### src/pic_pkg.sv
// Shared constants for the per-port ingress class and egress tag control bank
`default_nettype none
package pic_pkg;
   localparam int          PIC_NPORT     = 3;
   localparam int          PIC_AW        = 8;
   localparam int          PIC_DW        = 8;
   localparam int          PIC_VIDW      = 12;
   // Register offsets, port 1..3
   localparam logic [7:0]  PIC_OFS_P1    = 8'h10;
   localparam logic [7:0]  PIC_OFS_P2    = 8'h20;
   localparam logic [7:0]  PIC_OFS_P3    = 8'h30;
   localparam logic [7:0]  PIC_CTRL_RST  = 8'h00;
   // Field positions
   localparam int          PIC_B_STORM   = 7;
   localparam int          PIC_B_DSCP    = 6;
   localparam int          PIC_B_TAGPRI  = 5;
   localparam int          PIC_B_PRI_HI  = 4;
   localparam int          PIC_B_PRI_LO  = 3;
   localparam int          PIC_B_INSERT  = 2;
   localparam int          PIC_B_STRIP   = 1;
   localparam int          PIC_B_SPLIT4  = 0;
   // Transmit queue arrangement
   typedef enum logic [1:0] {
      PIC_Q_ONE  = 2'h0,
      PIC_Q_TWO  = 2'h1,
      PIC_Q_FOUR = 2'h3
   } pic_qmode_e;
endpackage
`default_nettype wire

### src/pic_ctrl_bank.sv
// Per-port ingress classification and egress tagging control register bank
`default_nettype none
module pic_ctrl_bank
   import pic_pkg::*;
(
   // Clock and reset
   input  wire logic                clk,
   input  wire logic                rstn,
   // Management register port
   input  wire logic [PIC_AW-1:0]   reg_addr,
   input  wire logic                reg_wr,
   input  wire logic [PIC_DW-1:0]   reg_wdata,
   input  wire logic                reg_rd,
   output logic [PIC_DW-1:0]        reg_rdata,
   output logic                     reg_rvalid,
   // Global settings held elsewhere
   input  wire logic [15:0]         tag_priority_map_entry,
   input  wire logic [PIC_NPORT-1:0] split2_en,
   input  wire logic [PIC_VIDW-1:0] port_default_vlan_id [PIC_NPORT],
   // Ingress frame descriptors, per port
   input  wire logic                rx_tagged    [PIC_NPORT],
   input  wire logic [2:0]          rx_pcp       [PIC_NPORT],
   input  wire logic                rx_dscp_hit  [PIC_NPORT],
   input  wire logic [1:0]          rx_dscp_prio [PIC_NPORT],
   // Egress frame descriptors, per port
   input  wire logic                tx_was_tagged [PIC_NPORT],
   input  wire logic [1:0]          tx_src_port   [PIC_NPORT],
   // Per-port decisions
   output logic [1:0]               rx_class_prio [PIC_NPORT],
   output logic [PIC_NPORT-1:0]     storm_protect_en,
   output logic [PIC_NPORT-1:0]     tx_tag_insert,
   output logic [PIC_NPORT-1:0]     tx_tag_strip,
   output logic [PIC_VIDW-1:0]      tx_insert_vid [PIC_NPORT],
   output pic_qmode_e               egress_frame_queue [PIC_NPORT]
);
   logic [PIC_DW-1:0]   ctrl [PIC_NPORT];
   logic [1:0]          p_prio   [PIC_NPORT];
   logic                p_storm  [PIC_NPORT];
   logic                p_ins    [PIC_NPORT];
   logic                p_strip  [PIC_NPORT];
   pic_qmode_e          p_qmode  [PIC_NPORT];
   logic [PIC_DW-1:0]   next_rdata;

   // Register writes
   always_ff @(posedge clk or negedge rstn) begin
      if (!rstn) begin
         ctrl[0] <= PIC_CTRL_RST;
         ctrl[1] <= PIC_CTRL_RST;
         ctrl[2] <= PIC_CTRL_RST;
      end else if (reg_wr) begin
         if (reg_addr == PIC_OFS_P1) begin
            ctrl[0] <= reg_wdata;
         end else if (reg_addr == PIC_OFS_P2) begin
            ctrl[1] <= reg_wdata;
         end else if (reg_addr == PIC_OFS_P3) begin
            ctrl[2] <= reg_wdata;
         end
      end
   end

   // Read mux; unmapped addresses return zero
   always_comb begin
      if (reg_addr == PIC_OFS_P1) begin
         next_rdata = ctrl[0];
      end else if (reg_addr == PIC_OFS_P2) begin
         next_rdata = ctrl[1];
      end else if (reg_addr == PIC_OFS_P3) begin
         next_rdata = ctrl[2];
      end else begin
         next_rdata = PIC_CTRL_RST;
      end
   end

   always_ff @(posedge clk or negedge rstn) begin
      if (!rstn) begin
         reg_rdata  <= PIC_CTRL_RST;
         reg_rvalid <= 1'b0;
      end else begin
         reg_rvalid <= reg_rd;
         if (reg_rd) begin
            reg_rdata <= next_rdata;
         end
      end
   end

   for (genvar p = 0; p < PIC_NPORT; p++) begin : g_port
      pic_port_path pic_port_path_i (
         .ctrl                   (ctrl[p]),
         .split2                 (split2_en[p]),
         .tag_priority_map_entry (tag_priority_map_entry),
         .rx_tagged              (rx_tagged[p]),
         .rx_pcp                 (rx_pcp[p]),
         .rx_dscp_hit            (rx_dscp_hit[p]),
         .rx_dscp_prio           (rx_dscp_prio[p]),
         .tx_was_tagged          (tx_was_tagged[p]),
         .class_prio             (p_prio[p]),
         .storm_en               (p_storm[p]),
         .tag_insert             (p_ins[p]),
         .tag_strip              (p_strip[p]),
         .qmode                  (p_qmode[p])
      );

      // Decisions registered so every output comes from a flop
      always_ff @(posedge clk or negedge rstn) begin
         if (!rstn) begin
            rx_class_prio[p]      <= 2'h0;
            storm_protect_en[p]   <= 1'b0;
            tx_tag_insert[p]      <= 1'b0;
            tx_tag_strip[p]       <= 1'b0;
            tx_insert_vid[p]      <= '0;
            egress_frame_queue[p] <= PIC_Q_ONE;
         end else begin
            rx_class_prio[p]      <= p_prio[p];
            storm_protect_en[p]   <= p_storm[p];
            tx_tag_insert[p]      <= p_ins[p];
            tx_tag_strip[p]       <= p_strip[p];
            egress_frame_queue[p] <= p_qmode[p];
            // Out-of-range source index 3 falls back to port_default_vlan_id[0]
            if (tx_src_port[p] == 2'h1) begin
               tx_insert_vid[p] <= port_default_vlan_id[1];
            end else if (tx_src_port[p] == 2'h2) begin
               tx_insert_vid[p] <= port_default_vlan_id[2];
            end else begin
               tx_insert_vid[p] <= port_default_vlan_id[0];
            end
         end
      end
   end
endmodule
`default_nettype wire

### src/pic_port_path.sv
// Per-port classification and egress tag decision from one control byte
`default_nettype none
module pic_port_path
   import pic_pkg::*;
(
   // Configuration
   input  wire logic [PIC_DW-1:0]   ctrl,
   input  wire logic                split2,
   input  wire logic [15:0]         tag_priority_map_entry,
   // Ingress frame on this port
   input  wire logic                rx_tagged,
   input  wire logic [2:0]          rx_pcp,
   input  wire logic                rx_dscp_hit,
   input  wire logic [1:0]          rx_dscp_prio,
   // Egress frame on this port
   input  wire logic                tx_was_tagged,
   // Decisions
   output logic [1:0]               class_prio,
   output logic                     storm_en,
   output logic                     tag_insert,
   output logic                     tag_strip,
   output pic_qmode_e               qmode
);
   logic       tag_hit;
   logic       dscp_hit;
   logic [1:0] tag_prio;

   assign tag_prio = tag_priority_map_entry[{rx_pcp, 1'b0} +: 2];
   assign tag_hit  = ctrl[PIC_B_TAGPRI] && rx_tagged;
   assign dscp_hit = ctrl[PIC_B_DSCP] && rx_dscp_hit;

   always_comb begin
      if (tag_hit && dscp_hit) begin
         class_prio = tag_prio | rx_dscp_prio;
      end else if (tag_hit) begin
         class_prio = tag_prio;
      end else if (dscp_hit) begin
         class_prio = rx_dscp_prio;
      end else begin
         class_prio = ctrl[PIC_B_PRI_HI:PIC_B_PRI_LO];
      end
   end

   assign storm_en   = ctrl[PIC_B_STORM];
   // Tagged frames never get a second tag, untagged ones are never stripped
   assign tag_insert = ctrl[PIC_B_INSERT] && !tx_was_tagged;
   assign tag_strip  = ctrl[PIC_B_STRIP] && tx_was_tagged;

   // Both splits set is illegal; four queues wins so the result stays defined
   always_comb begin
      if (ctrl[PIC_B_SPLIT4]) begin
         qmode = PIC_Q_FOUR;
      end else if (split2) begin
         qmode = PIC_Q_TWO;
      end else begin
         qmode = PIC_Q_ONE;
      end
   end
endmodule
`default_nettype wire
### config.mk
export PLATFORM = sky130hd
export DESIGN_NAME = pic_ctrl_bank
export DESIGN_NICKNAME = d
export VERILOG_FILES = /design/src/pic_pkg.sv /design/src/pic_ctrl_bank.sv /design/src/pic_port_path.sv
export SDC_FILE = /design/constraint.sdc
export NUM_CORES = 1
export LEC_CHECK = 0
export BUFFER_PORTS_ARGS = -buffer_cell sky130_fd_sc_hd__clkbuf_2
export CAP_MARGIN = 20
export CORE_AREA = 10 10 104 129
export CTS_BUF_LIST = sky130_fd_sc_hd__clkbuf_8
export CTS_CLUSTER_SIZE = 40
export DETAILED_ROUTE_END_ITERATION = 10
export DIE_AREA = 0 0 114 139
export PLACE_DENSITY = 0.77
export SYNTH_ARGS = -nofsm -noshare
export SYNTH_HDL_FRONTEND = slang
export SYNTH_SLANG_ARGS = --single-unit
### constraint.sdc
create_clock -name clk -period 0.9 [get_ports clk]
set_input_delay 0.27 -clock clk [delete_from_list [all_inputs] [get_ports clk]]
set_output_delay 0.27 -clock clk [all_outputs]
set_load 0.01 [all_outputs]
==> out/results.ini, run 1 <==
[outcome]
status=finished with violations
violations=setup timing

[global_route]
grt_pass1_wl_um=22800
globalRouteOverflowTotal=0
grt_pass1_vias=4528
track_usage=0.178
grt_max_degree=40
antenna_found_initial=0

[pwr]
p_leak_uw=0.00310
comb_power_share=0.214
vdd_drop_max_mv=0.716
p_sw_frac=0.297
switchingPower_uw=2710
internal-power_uw=6400
power_density_nw_per_um2=1440
pwr-share-clk=0.299
p_seq_frac=0.486

[setup_path]
start_kind=flip-flop
crit_fanout=2
slowest_stage=dfrtp_1
cp_num_buf_inv=1
crit_family=flip-flops
crit_path_end_kind=primary output
crit_start=reg_rdata[0]
worstSetupPathType=flip-flop to primary output
slowest_delay_ns=0.41
r2r-start=ctrl[1]
cp.arrival_ns=0.92
critPathRequiredTime_ns=0.63
worstPathCellList=buf_6

[yosys]
synth_top_cell_area_share=0.531
synthTopCellsByCount=dfrtp_1 (90), nor2_1 (51), mux2_2 (42)
synth_area_sq_um=4240
yosys.area.top_type=dfrtp_1
ys_seq_area_frac=0.531
syn_inst=366
synth_edf_count=0
ys_ff_latch=90
yosysWarnings=0
syn_avg_cell_area_sq_um=11.6
synth_most_common_cell=dfrtp_1
synth_cell_types=30
async_reset_ff_frac=1.00
synth_top_flop_cell=dfrtp_1
syn_nets=471
synth_area_leaders=dfrtp_1 (53%), mux2_2 (11%), o22ai_1 (5.3%), nor2_1 (4.5%), mux2i_1 (3.3%)

[drt]
ant_nets=0
drc=0
wl_per_cell_um=19.3
wirelength_um=14400
via_per_inst=5.36
via_count=3983
first_pass_iters=4
dr.first_iter.drc_count=196

[timing]
grt_setup_unrepaired=true
finalWorstSetupSlack_ns=-0.291
finalCriticalPeriod_ns=1.19
relSlewSlack=0.558
hold_viol=0
setup_viol=103
fmax_ghz=0.840
fin_crit_sh=1.32
worst_slew_pin_slew_ns=0.662
timing.hold.ws_ns=0.0452
skew_ns=0.0149
drv_slew=0

[floorplan]
start_util=0.386
pin_count=171
die_area_sq_um=15800
core_sq_um=11000
die_height_um=139
die_width_um=114
rows=43

[layout]
post-route-util=0.576
diodes=0
area.growth.synth_to_final_pct=48.9
layout.nets=708
drive_gt1_frac=0.571

[placed_design]
io_buffer_count=170
gp_congestion=0.943
dp_hpwl_um=11300
pre_cts_slack_ns=-0.701

[clock_network]
clk_pin_slew_ns=0.11
clock_sinks=90
cts_buffers=9
cts_tree=built
clockRootBuffer=clkbuf_8
h-tree-depth=3
cts_max_path_buffers=2
clock_latency_ns=0.37

[min_path]
hp-class=input pin to flip-flop
holdCritStartpoint=tx_was_tagged[2]

[run]
maxCapViolations=0

flip-flops by register name (all words and copies together), names as in the netlist:
signal	cells
tx_insert_vid	36
ctrl	24
reg_rdata	8
egress_frame_queue	6
rx_class_prio	6
storm_protect_en	3
tx_tag_insert	3
tx_tag_strip	3
reg_rvalid	1
metrics by stage:
step | cell area [sq um] | TNS (ns) | total power [uW] | instances
2_1_floorplan | 4360 | -13.55 | 5270 | 366
3_3_place_gp | 5750 | -30.80 | 6260 | 715
3_5_place_dp | 5750 | -33.26 | 6320 | 715
5_1_grt | 6320 | -24.19 | 9550 | 743
6_report | 6320 | -20.12 | 9110 | 743
4_1_cts | 6150 | -21.78 | 9140 | 740
cells in the final DEF (no fill, tap or decap), types with 7 or more instances in the layout:
cell type / instances
buf_4: 61
dfrtp_1: 86
mux2_2: 36
mux2i_1: 14
clkbuf_8: 10
nand2b_1: 7
nor2b_1: 18
a21oi_1: 14
nand2_1: 7
o22ai_1: 33
a22oi_2: 9
a211oi_1: 8
clkbuf_2: 154
inv_1: 8
nor2_1: 50
buf_6: 18
cell type report:
class                   instances  area, sq um
fillers                       924         4660
inverters                       8         30.0
repair buffers                242         1570
well taps                     135          169
clock inverters                 6         53.8
multi-input cells             252         2100
clock buffers                  10          138
flip-flops and latches         90         2260
path summary, 6_finish.rpt:
check / cells past startpoint / slack [ns] / to
min in group asynchronous: 2 / 0.29 / reg_rdata[1]
min reg2reg: 0 / 0.44 / storm_protect_en[1]
min: 2 / 0.05 / tx_tag_insert[0]
max: 1 / -0.29 / reg_rdata[0]
max reg2reg: 3 / -0.14 / reg_rdata[1]
max in group asynchronous: 3 / 0.14 / ctrl[6]
what timing repair did:
| action | CTS | global route |
|---|---|---|
| gates resized for setup | 31 | 52 |
| hold buffers | 1 | 0 |
| setup endpoints to repair | 118 | 107 |
| pin swaps | 17 | 9 |
| hold endpoints to repair | 90 | 0 |
| setup buffers | 8 | 3 |
kinds of logic (layout without fill, tap and decap cells):
logic type | after synthesis | in the layout | share of synthesized area
and+or+nand+nor | 99 | 99 | 0.124
DFF | 90 | 90 | 0.531
AOI/OAI and AO/OA | 89 | 89 | 0.141
muxes | 62 | 62 | 0.176
buffers and inverters | 24 | 266 | 0.0239
xor gates and xnor gates | 2 | 2 | 0.00413
power groups by stage:
stage | combinational (uW) | sequential [uW] | clock (uW)
floorplan | 672 | 4600 | 0
global placement | 1770 | 4490 | 0
finish | 1950 | 4430 | 2730
detailed placement | 1820 | 4500 | 0
global route | 2120 | 4460 | 2970
CTS | 1890 | 4430 | 2820
routing by layer:
layer	vias up	routed length, um	global-route usage
met5	-	0	0
met4	0	272	0.0661
met3	27	1730	0.0840
met2	217	7280	0.310
met1	1918	5060	0.178
li1	1821	-	-
(Power assumes the default switching activity.)
==> inputs of run 2 (changes only) <==
--- a/config.mk
+++ b/config.mk
@@ -5,13 +5,14 @@
 export SDC_FILE = /design/constraint.sdc
 export NUM_CORES = 1
 export LEC_CHECK = 0
+export ABC_AREA = 1
 export BUFFER_PORTS_ARGS = -buffer_cell sky130_fd_sc_hd__clkbuf_2
 export CAP_MARGIN = 20
-export CORE_AREA = 10 10 104 129
+export CORE_AREA = 10 10 105 131
 export CTS_BUF_LIST = sky130_fd_sc_hd__clkbuf_8
 export CTS_CLUSTER_SIZE = 40
 export DETAILED_ROUTE_END_ITERATION = 10
-export DIE_AREA = 0 0 114 139
+export DIE_AREA = 0 0 115 141
 export PLACE_DENSITY = 0.77
 export SYNTH_ARGS = -nofsm -noshare
 export SYNTH_HDL_FRONTEND = slang
==> run 2 against run 1 <==
Against the previous run:
- the run still ends with setup timing left
- area after synthesis is 3.3% higher
- flip-flop and latch count stayed put
- via count is 8.4% higher
- register-to-register slack better by 0.15 ns
- setup slack better by 0.024 ns
- hold slack better by 0.017 ns
- highest routed layer unchanged
==> out/results.ini, run 2 <==
[yosys]
synth_top_cell_area_share=0.514  ; -0.0170
async_reset_ff_frac=1.00  ; unchanged
synth_area_sq_um=4380  ; +3.3%
syn_avg_cell_area_sq_um=8.46  ; -27%
synth_edf_count=0  ; unchanged
yosysWarnings=0  ; unchanged
synth_area_leaders=dfrtp_1 (51%), nand2_1 (14%), nand3_1 (6.3%), inv_1 (5.8%), o21ai_2 (4.8%)
syn_inst=518  ; +42%
syn_nets=623  ; +32%
synth_top_flop_cell=dfrtp_1
ys_seq_area_frac=0.514  ; -0.0170
synth_most_common_cell=nand2_1
ys_ff_latch=90  ; unchanged
synthTopCellsByCount=nand2_1 (158), dfrtp_1 (90), inv_1 (68)
synth_cell_types=22  ; -27%
yosys.area.top_type=dfrtp_1

[placed_design]
numPlacedInstances=838  ; +17%
pre_cts_slack_ns=-0.397  ; +0.304 ns
dp_hpwl_um=11000  ; -2.0%
gp_congestion=0.942  ; about the same
placed_cell_area_sq_um=5780  ; +0.54%
io_buffer_count=170  ; unchanged

[pwr]
vdd_drop_max_mv=0.744  ; +4.0%
power_density_nw_per_um2=1410  ; -2.2%
p_leak_uw=0.00341  ; +10%

[setup_path]
slowest_stage=dfrtp_1
cp.arrival_ns=0.90  ; -0.02 ns
critPathRequiredTime_ns=0.63  ; about the same
crit_fanout=2  ; unchanged
cp_num_buf_inv=1  ; unchanged
worstPathCellList=clkbuf_2
crit_family=flip-flops
worstSetupPathType=flip-flop to primary output
slowest_delay_ns=0.40  ; about the same
start_kind=flip-flop
crit_path_end_kind=primary output

[floorplan]
die_width_um=115  ; +0.88%
die_height_um=141  ; +1.4%
pin_count=171  ; unchanged
die_area_sq_um=16200  ; +2.3%
core_sq_um=11300  ; +3.3%
rows=44  ; +2.3%
start_util=0.386  ; about the same

[layout]
seq_area_sq_um=2250  ; -0.11%
layout.nets=837  ; +18%
final_cell_area_sq_um=6310  ; about the same
largestRegisters=tx_insert_vid x36, ctrl x24, reg_rdata x8
largest_reg_flops=36  ; unchanged
post-route-util=0.557  ; -0.0190
final_cell_mix=clkbuf_2 (153), nand2_1 (145), dfrtp_1 (88)
diodes=0  ; unchanged
drive_gt1_frac=0.440  ; -0.131
area.growth.synth_to_final_pct=44.1
n_fill_cell=1059  ; +15%
top_register=tx_insert_vid
layout_commonest_cell=clkbuf_2
multi_input_area_sq_um=1970  ; -6.0%
finalNonFillerCells=875  ; +18%

[global_route]
grt_pass1_vias=4467  ; -1.3%
globalRouteOverflowTotal=0  ; unchanged
grt_max_degree=59  ; +48%
track_usage=0.168  ; -0.0102
grt_pass1_wl_um=21800  ; -4.4%
antenna_found_initial=0  ; unchanged

[clock_network]
cts_max_path_buffers=2  ; unchanged
clock_sinks=90  ; unchanged
cts_tree=built
cts_buffers=9  ; unchanged
clock_latency_ns=0.37  ; about the same
h-tree-depth=3  ; unchanged
clockRootBuffer=clkbuf_8
clk_pin_slew_ns=0.10  ; about the same

[drt]
wl_per_cell_um=16.1  ; -17%
via_count=4318  ; +8.4%
drc=0  ; unchanged
dr.first_iter.drc_count=225  ; +15%
first_pass_iters=4  ; unchanged
wirelength_um=14100  ; -1.9%
via_per_inst=4.93  ; -7.9%
ant_nets=0  ; unchanged

[timing]
relSlewSlack=0.787  ; +0.229
fin_crit_sh=1.30  ; -0.0266
grt_setup_unrepaired=true
fmax_ghz=0.857  ; +2.0%
finalCriticalPeriod_ns=1.17  ; -0.0239 ns
hold_viol=0  ; unchanged
finalWorstSetupSlack_ns=-0.267  ; +0.0239 ns
drv_slew=0  ; unchanged
setup_viol=66  ; -36%
skew_ns=0.0137  ; -0.00116 ns
worst_slew_pin_slew_ns=0.319  ; -0.343 ns
timing.hold.ws_ns=0.0620  ; +0.0168 ns

[min_path]
hp-class=input pin to flip-flop

[outcome]
status=finished with violations
violations=setup timing

[run]
maxCapViolations=0  ; unchanged

run 2: layout make-up:
type / count / share of cell area
multi-input combinational: 338 / 0.313
clock inverter: 6 / 0.00793
sequential: 90 / 0.357
timing repair buffer: 222 / 0.225
inverter: 71 / 0.0480
tap: 138 / 0.0274
clock buffer: 10 / 0.0218
run 2: final timing paths:
check                            startpoint                     to  slack (ns)  cells after the start
hold reg to reg                     ctrl[0]  egress_frame_queue[1]        0.46                      0
max in group asynchronous              rstn                ctrl[0]        0.16                      3
hold / removal             tx_was_tagged[0]       tx_tag_insert[2]        0.06                      2
setup / recovery               reg_rdata[4]           reg_rdata[4]       -0.27                      1
min in group asynchronous              rstn       tx_insert_vid[8]        0.43                      3
setup reg to reg                    ctrl[8]  egress_frame_queue[2]        0.01                      1
run 2: timing repair:
item / in CTS / in global routing
buffers inserted: 6 / 12
pin swaps: 0 / 7
resized for setup: 1 / 69
cloned: 0 / 2
endpoints found under the hold margin: 90 / 0
hold buffers: 1 / 0
setup endpoints to repair: 69 / 101
run 2: power by group:
part	total (uW)	internal, uW	switching, uW
Sequential	4420	4300	122
Clock	2670	1110	1560
Combinational	1800	807	996
run 2: kinds of logic (layout without fill, tap and decap cells):
| kind of cell | after synthesis | count (layout) | share of synthesized area |
|---|---|---|---|
| buf+inv | 92 | 309 | 0.0871 |
| simple gates | 250 | 252 | 0.246 |
| compound gates | 86 | 86 | 0.152 |
| flops | 90 | 90 | 0.514 |
run 2: per-layer routing:
layer | up-vias | wire, um | track usage
li1 | 2142 | - | -
met1 | 1978 | 4980 | 0.175
met2 | 175 | 7160 | 0.286
met3 | 23 | 1710 | 0.0815
met4 | 0 | 238 | 0.0555
met5 | - | 0 | 0
run 2: stage by stage:
| stage | power (uW) | setup TNS (ns) |
|---|---|---|
| floorplan | 5280 | -6.08 |
| global placement | 6160 | -18.79 |
| detailed placement | 6190 | -19.85 |
| CTS | 8890 | -17.27 |
| global route | 9350 | -18.40 |
| finish | 8900 | -15.46 |
==> inputs of run 3 (changes only) <==
--- a/config.mk
+++ b/config.mk
@@ -13,7 +13,9 @@
 export CTS_CLUSTER_SIZE = 40
 export DETAILED_ROUTE_END_ITERATION = 10
 export DIE_AREA = 0 0 115 141
+export MAX_ROUTING_LAYER = met4
 export PLACE_DENSITY = 0.77
+export SETUP_SLACK_MARGIN = 0.1
 export SYNTH_ARGS = -nofsm -noshare
 export SYNTH_HDL_FRONTEND = slang
 export SYNTH_SLANG_ARGS = --single-unit
==> run 3 against run 2 <==
Against the previous run:
- power up 5.0%
- die area is the same
- largest power group unchanged
- routed wire length increased by 15%
- the run still ends with setup timing left
- non-clock buffer count grew 15
- clock power increased by 8.2%
- maximum frequency shrank 3.3%
- critical path depth unchanged
- sequential power barely moved
- flip-flop and latch count unchanged
- largest cell class unchanged
==> out/results.ini, run 3 (synthesis results as in run 2) <==
[layout]
largest_reg_flops=36  ; unchanged
n_fill_cell=902  ; -15%
diodes=0  ; unchanged
multi_input_area_sq_um=2250  ; +14%
drive_gt1_frac=0.513  ; +0.0730
largestRegisters=tx_insert_vid x36, ctrl x24, reg_rdata x8
seq_area_sq_um=2260  ; +0.22%
area.growth.synth_to_final_pct=59.6
layout.nets=851  ; +1.7%
layout_commonest_cell=clkbuf_2
final_cell_mix=clkbuf_2 (143), nand2_1 (123), dfrtp_1 (84)
top_register=tx_insert_vid

[pwr]
pwr-share-clk=0.309  ; +0.009
power_density_nw_per_um2=1340  ; -5.2%
comb_power_share=0.216  ; +0.013
p_leak_uw=0.00365  ; +7.0%
p_seq_frac=0.475  ; -0.022
switchingPower_uw=2810  ; +4.8%
internal-power_uw=6540  ; +5.1%
p_sw_frac=0.300  ; -0.000580
vdd_drop_max_mv=0.895  ; +20%

[clock_network]
clock_latency_ns=0.38  ; about the same
cts_tree=built
h-tree-depth=3  ; unchanged
cts_buffers=9  ; unchanged
clock_sinks=90  ; unchanged
clk_pin_slew_ns=0.11  ; about the same
clockRootBuffer=clkbuf_8
cts_max_path_buffers=2  ; unchanged

[floorplan]
start_util=0.386  ; unchanged
pin_count=171  ; unchanged
rows=44  ; unchanged
die_width_um=115  ; unchanged
core_sq_um=11300  ; unchanged
die_height_um=141  ; unchanged
die_area_sq_um=16200  ; unchanged

[outcome]
violations=setup timing
status=finished with violations

[timing]
fmax_ghz=0.829  ; -3.3%
timing.hold.ws_ns=0.0488  ; -0.0132 ns
fin_setup_tns_ns=-16.09  ; -0.630 ns
finalWorstSetupSlack_ns=-0.306  ; -0.0395 ns
relSlewSlack=0.824  ; +0.0366
fin_crit_sh=1.34  ; +0.0439
finalCriticalPeriod_ns=1.21  ; +0.0395 ns
hold_viol=0  ; unchanged
setup_viol=66  ; unchanged
drv_slew=0  ; unchanged
worst_slew_pin_slew_ns=0.264  ; -0.0552 ns
skew_ns=0.0213  ; +0.00757 ns
grt_setup_unrepaired=true

[setup_path]
worstPathCellList=buf_6
crit_path_end_kind=primary output
cp_num_buf_inv=1  ; unchanged
critPathRequiredTime_ns=0.63  ; about the same
crit_fanout=2  ; unchanged
reg2reg_to=reg_rdata[3]
slowest_delay_ns=0.42  ; +0.02 ns
crit_family=flip-flops
slowest_stage=dfrtp_1
crit_start=reg_rdata[7]
r2r-start=ctrl[19]
worstSetupPathType=flip-flop to primary output
start_kind=flip-flop
ff2ff_path_depth=4  ; +3
cp.arrival_ns=0.94  ; +0.04 ns
reg2reg_slack_ns=0.01  ; about the same

[placed_design]
dp_hpwl_um=11800  ; +6.7%
io_buffer_count=170  ; unchanged
gp_congestion=0.919  ; -2.5%

[drt]
ant_nets=0  ; unchanged
wl_per_cell_um=18.2  ; +13%
via_per_inst=5.15  ; +4.4%
drc=0  ; unchanged
dr.first_iter.drc_count=251  ; +12%
via_count=4582  ; +6.1%
first_pass_iters=5  ; +1
wirelength_um=16100  ; +15%

[run]
maxCapViolations=0  ; unchanged

[global_route]
track_usage=0.194  ; +0.0259
globalRouteOverflowTotal=0  ; unchanged
grt_max_degree=25  ; -58%
antenna_found_initial=0  ; unchanged
grt_pass1_vias=4976  ; +11%
grt_pass1_wl_um=24400  ; +12%

[min_path]
holdCritStartpoint=tx_was_tagged[2]
hold_depth=2  ; unchanged
min_to=tx_tag_insert[0]
hp-class=input pin to flip-flop

==> run 3: cell count changes in the layout (fill, tap and decap cells not counted), moves of 5 or more <==
cell      delta
nand2_1     -22
nand3_1     -19
nand2_4     +16
nand3_2     +16
buf_6       +12
clkbuf_2    -10
buf_12       +8
nand2_2      +6
buf_4        -5
==> run 3: worst max path at each step <==
stage	end	slack, ns	depth (start not counted)
2_1_floorplan	ctrl[14]	-0.16	7
3_3_place_gp	ctrl[20]	-0.39	8
3_5_place_dp	ctrl[16]	-0.43	8
4_1_cts	reg_rdata[0]	-0.30	1
5_1_grt	reg_rdata[7]	-0.32	1
6_report	reg_rdata[7]	-0.31	1
==> run 3: layout make-up <==
class / count / area share
multi-input cells: 337 / 0.321
well taps: 138 / 0.0247
inverters: 71 / 0.0462
repair buffers: 237 / 0.256
clock inverters: 7 / 0.0107
flip-flops and latches: 90 / 0.323
clock buffers: 9 / 0.0177
==> run 3: routing by layer <==
| layer | vias up | global-route usage | wire length (um) |
|---|---|---|---|
| li1 | 2164 | - | - |
| met1 | 2179 | 0.192 | 5860 |
| met2 | 195 | 0.335 | 8330 |
| met3 | 44 | 0.0705 | 1450 |
| met4 | 0 | 0.0751 | 503 |
| met5 | - | - | 0 |
==> run 3: stage by stage <==
stage | instance area, sq um | total power, uW | setup WS (ns) | cells | util
floorplan | 4660 | 5310 | -0.157 | 518 | -
global placement | 5860 | 6190 | -0.392 | 835 | 0.516
detailed placement | 5860 | 6240 | -0.427 | 835 | 0.516
CTS | 6540 | 9220 | -0.300 | 874 | 0.577
global route | 6990 | 9780 | -0.324 | 889 | 0.617
finish | 6990 | 9350 | -0.306 | 889 | 0.617
==> run 3: repair_timing <==
item                                    in CTS  in global routing
endpoints found under the hold margin       90                  0
pin swaps                                   55                 49
setup buffers                               20                 14
resized for setup                           75                101
hold buffers                                 1                  0
gates cloned                                 3                  2
endpoints found under the setup margin     107                108
==> run 3: power groups by stage <==
stage | combinational (uW) | sequential, uW | clock [uW]
floorplan | 720 | 4590 | 0
global placement | 1710 | 4480 | 0
detailed placement | 1750 | 4490 | 0
CTS | 1860 | 4430 | 2930
global route | 2210 | 4470 | 3110
finish | 2020 | 4440 | 2890
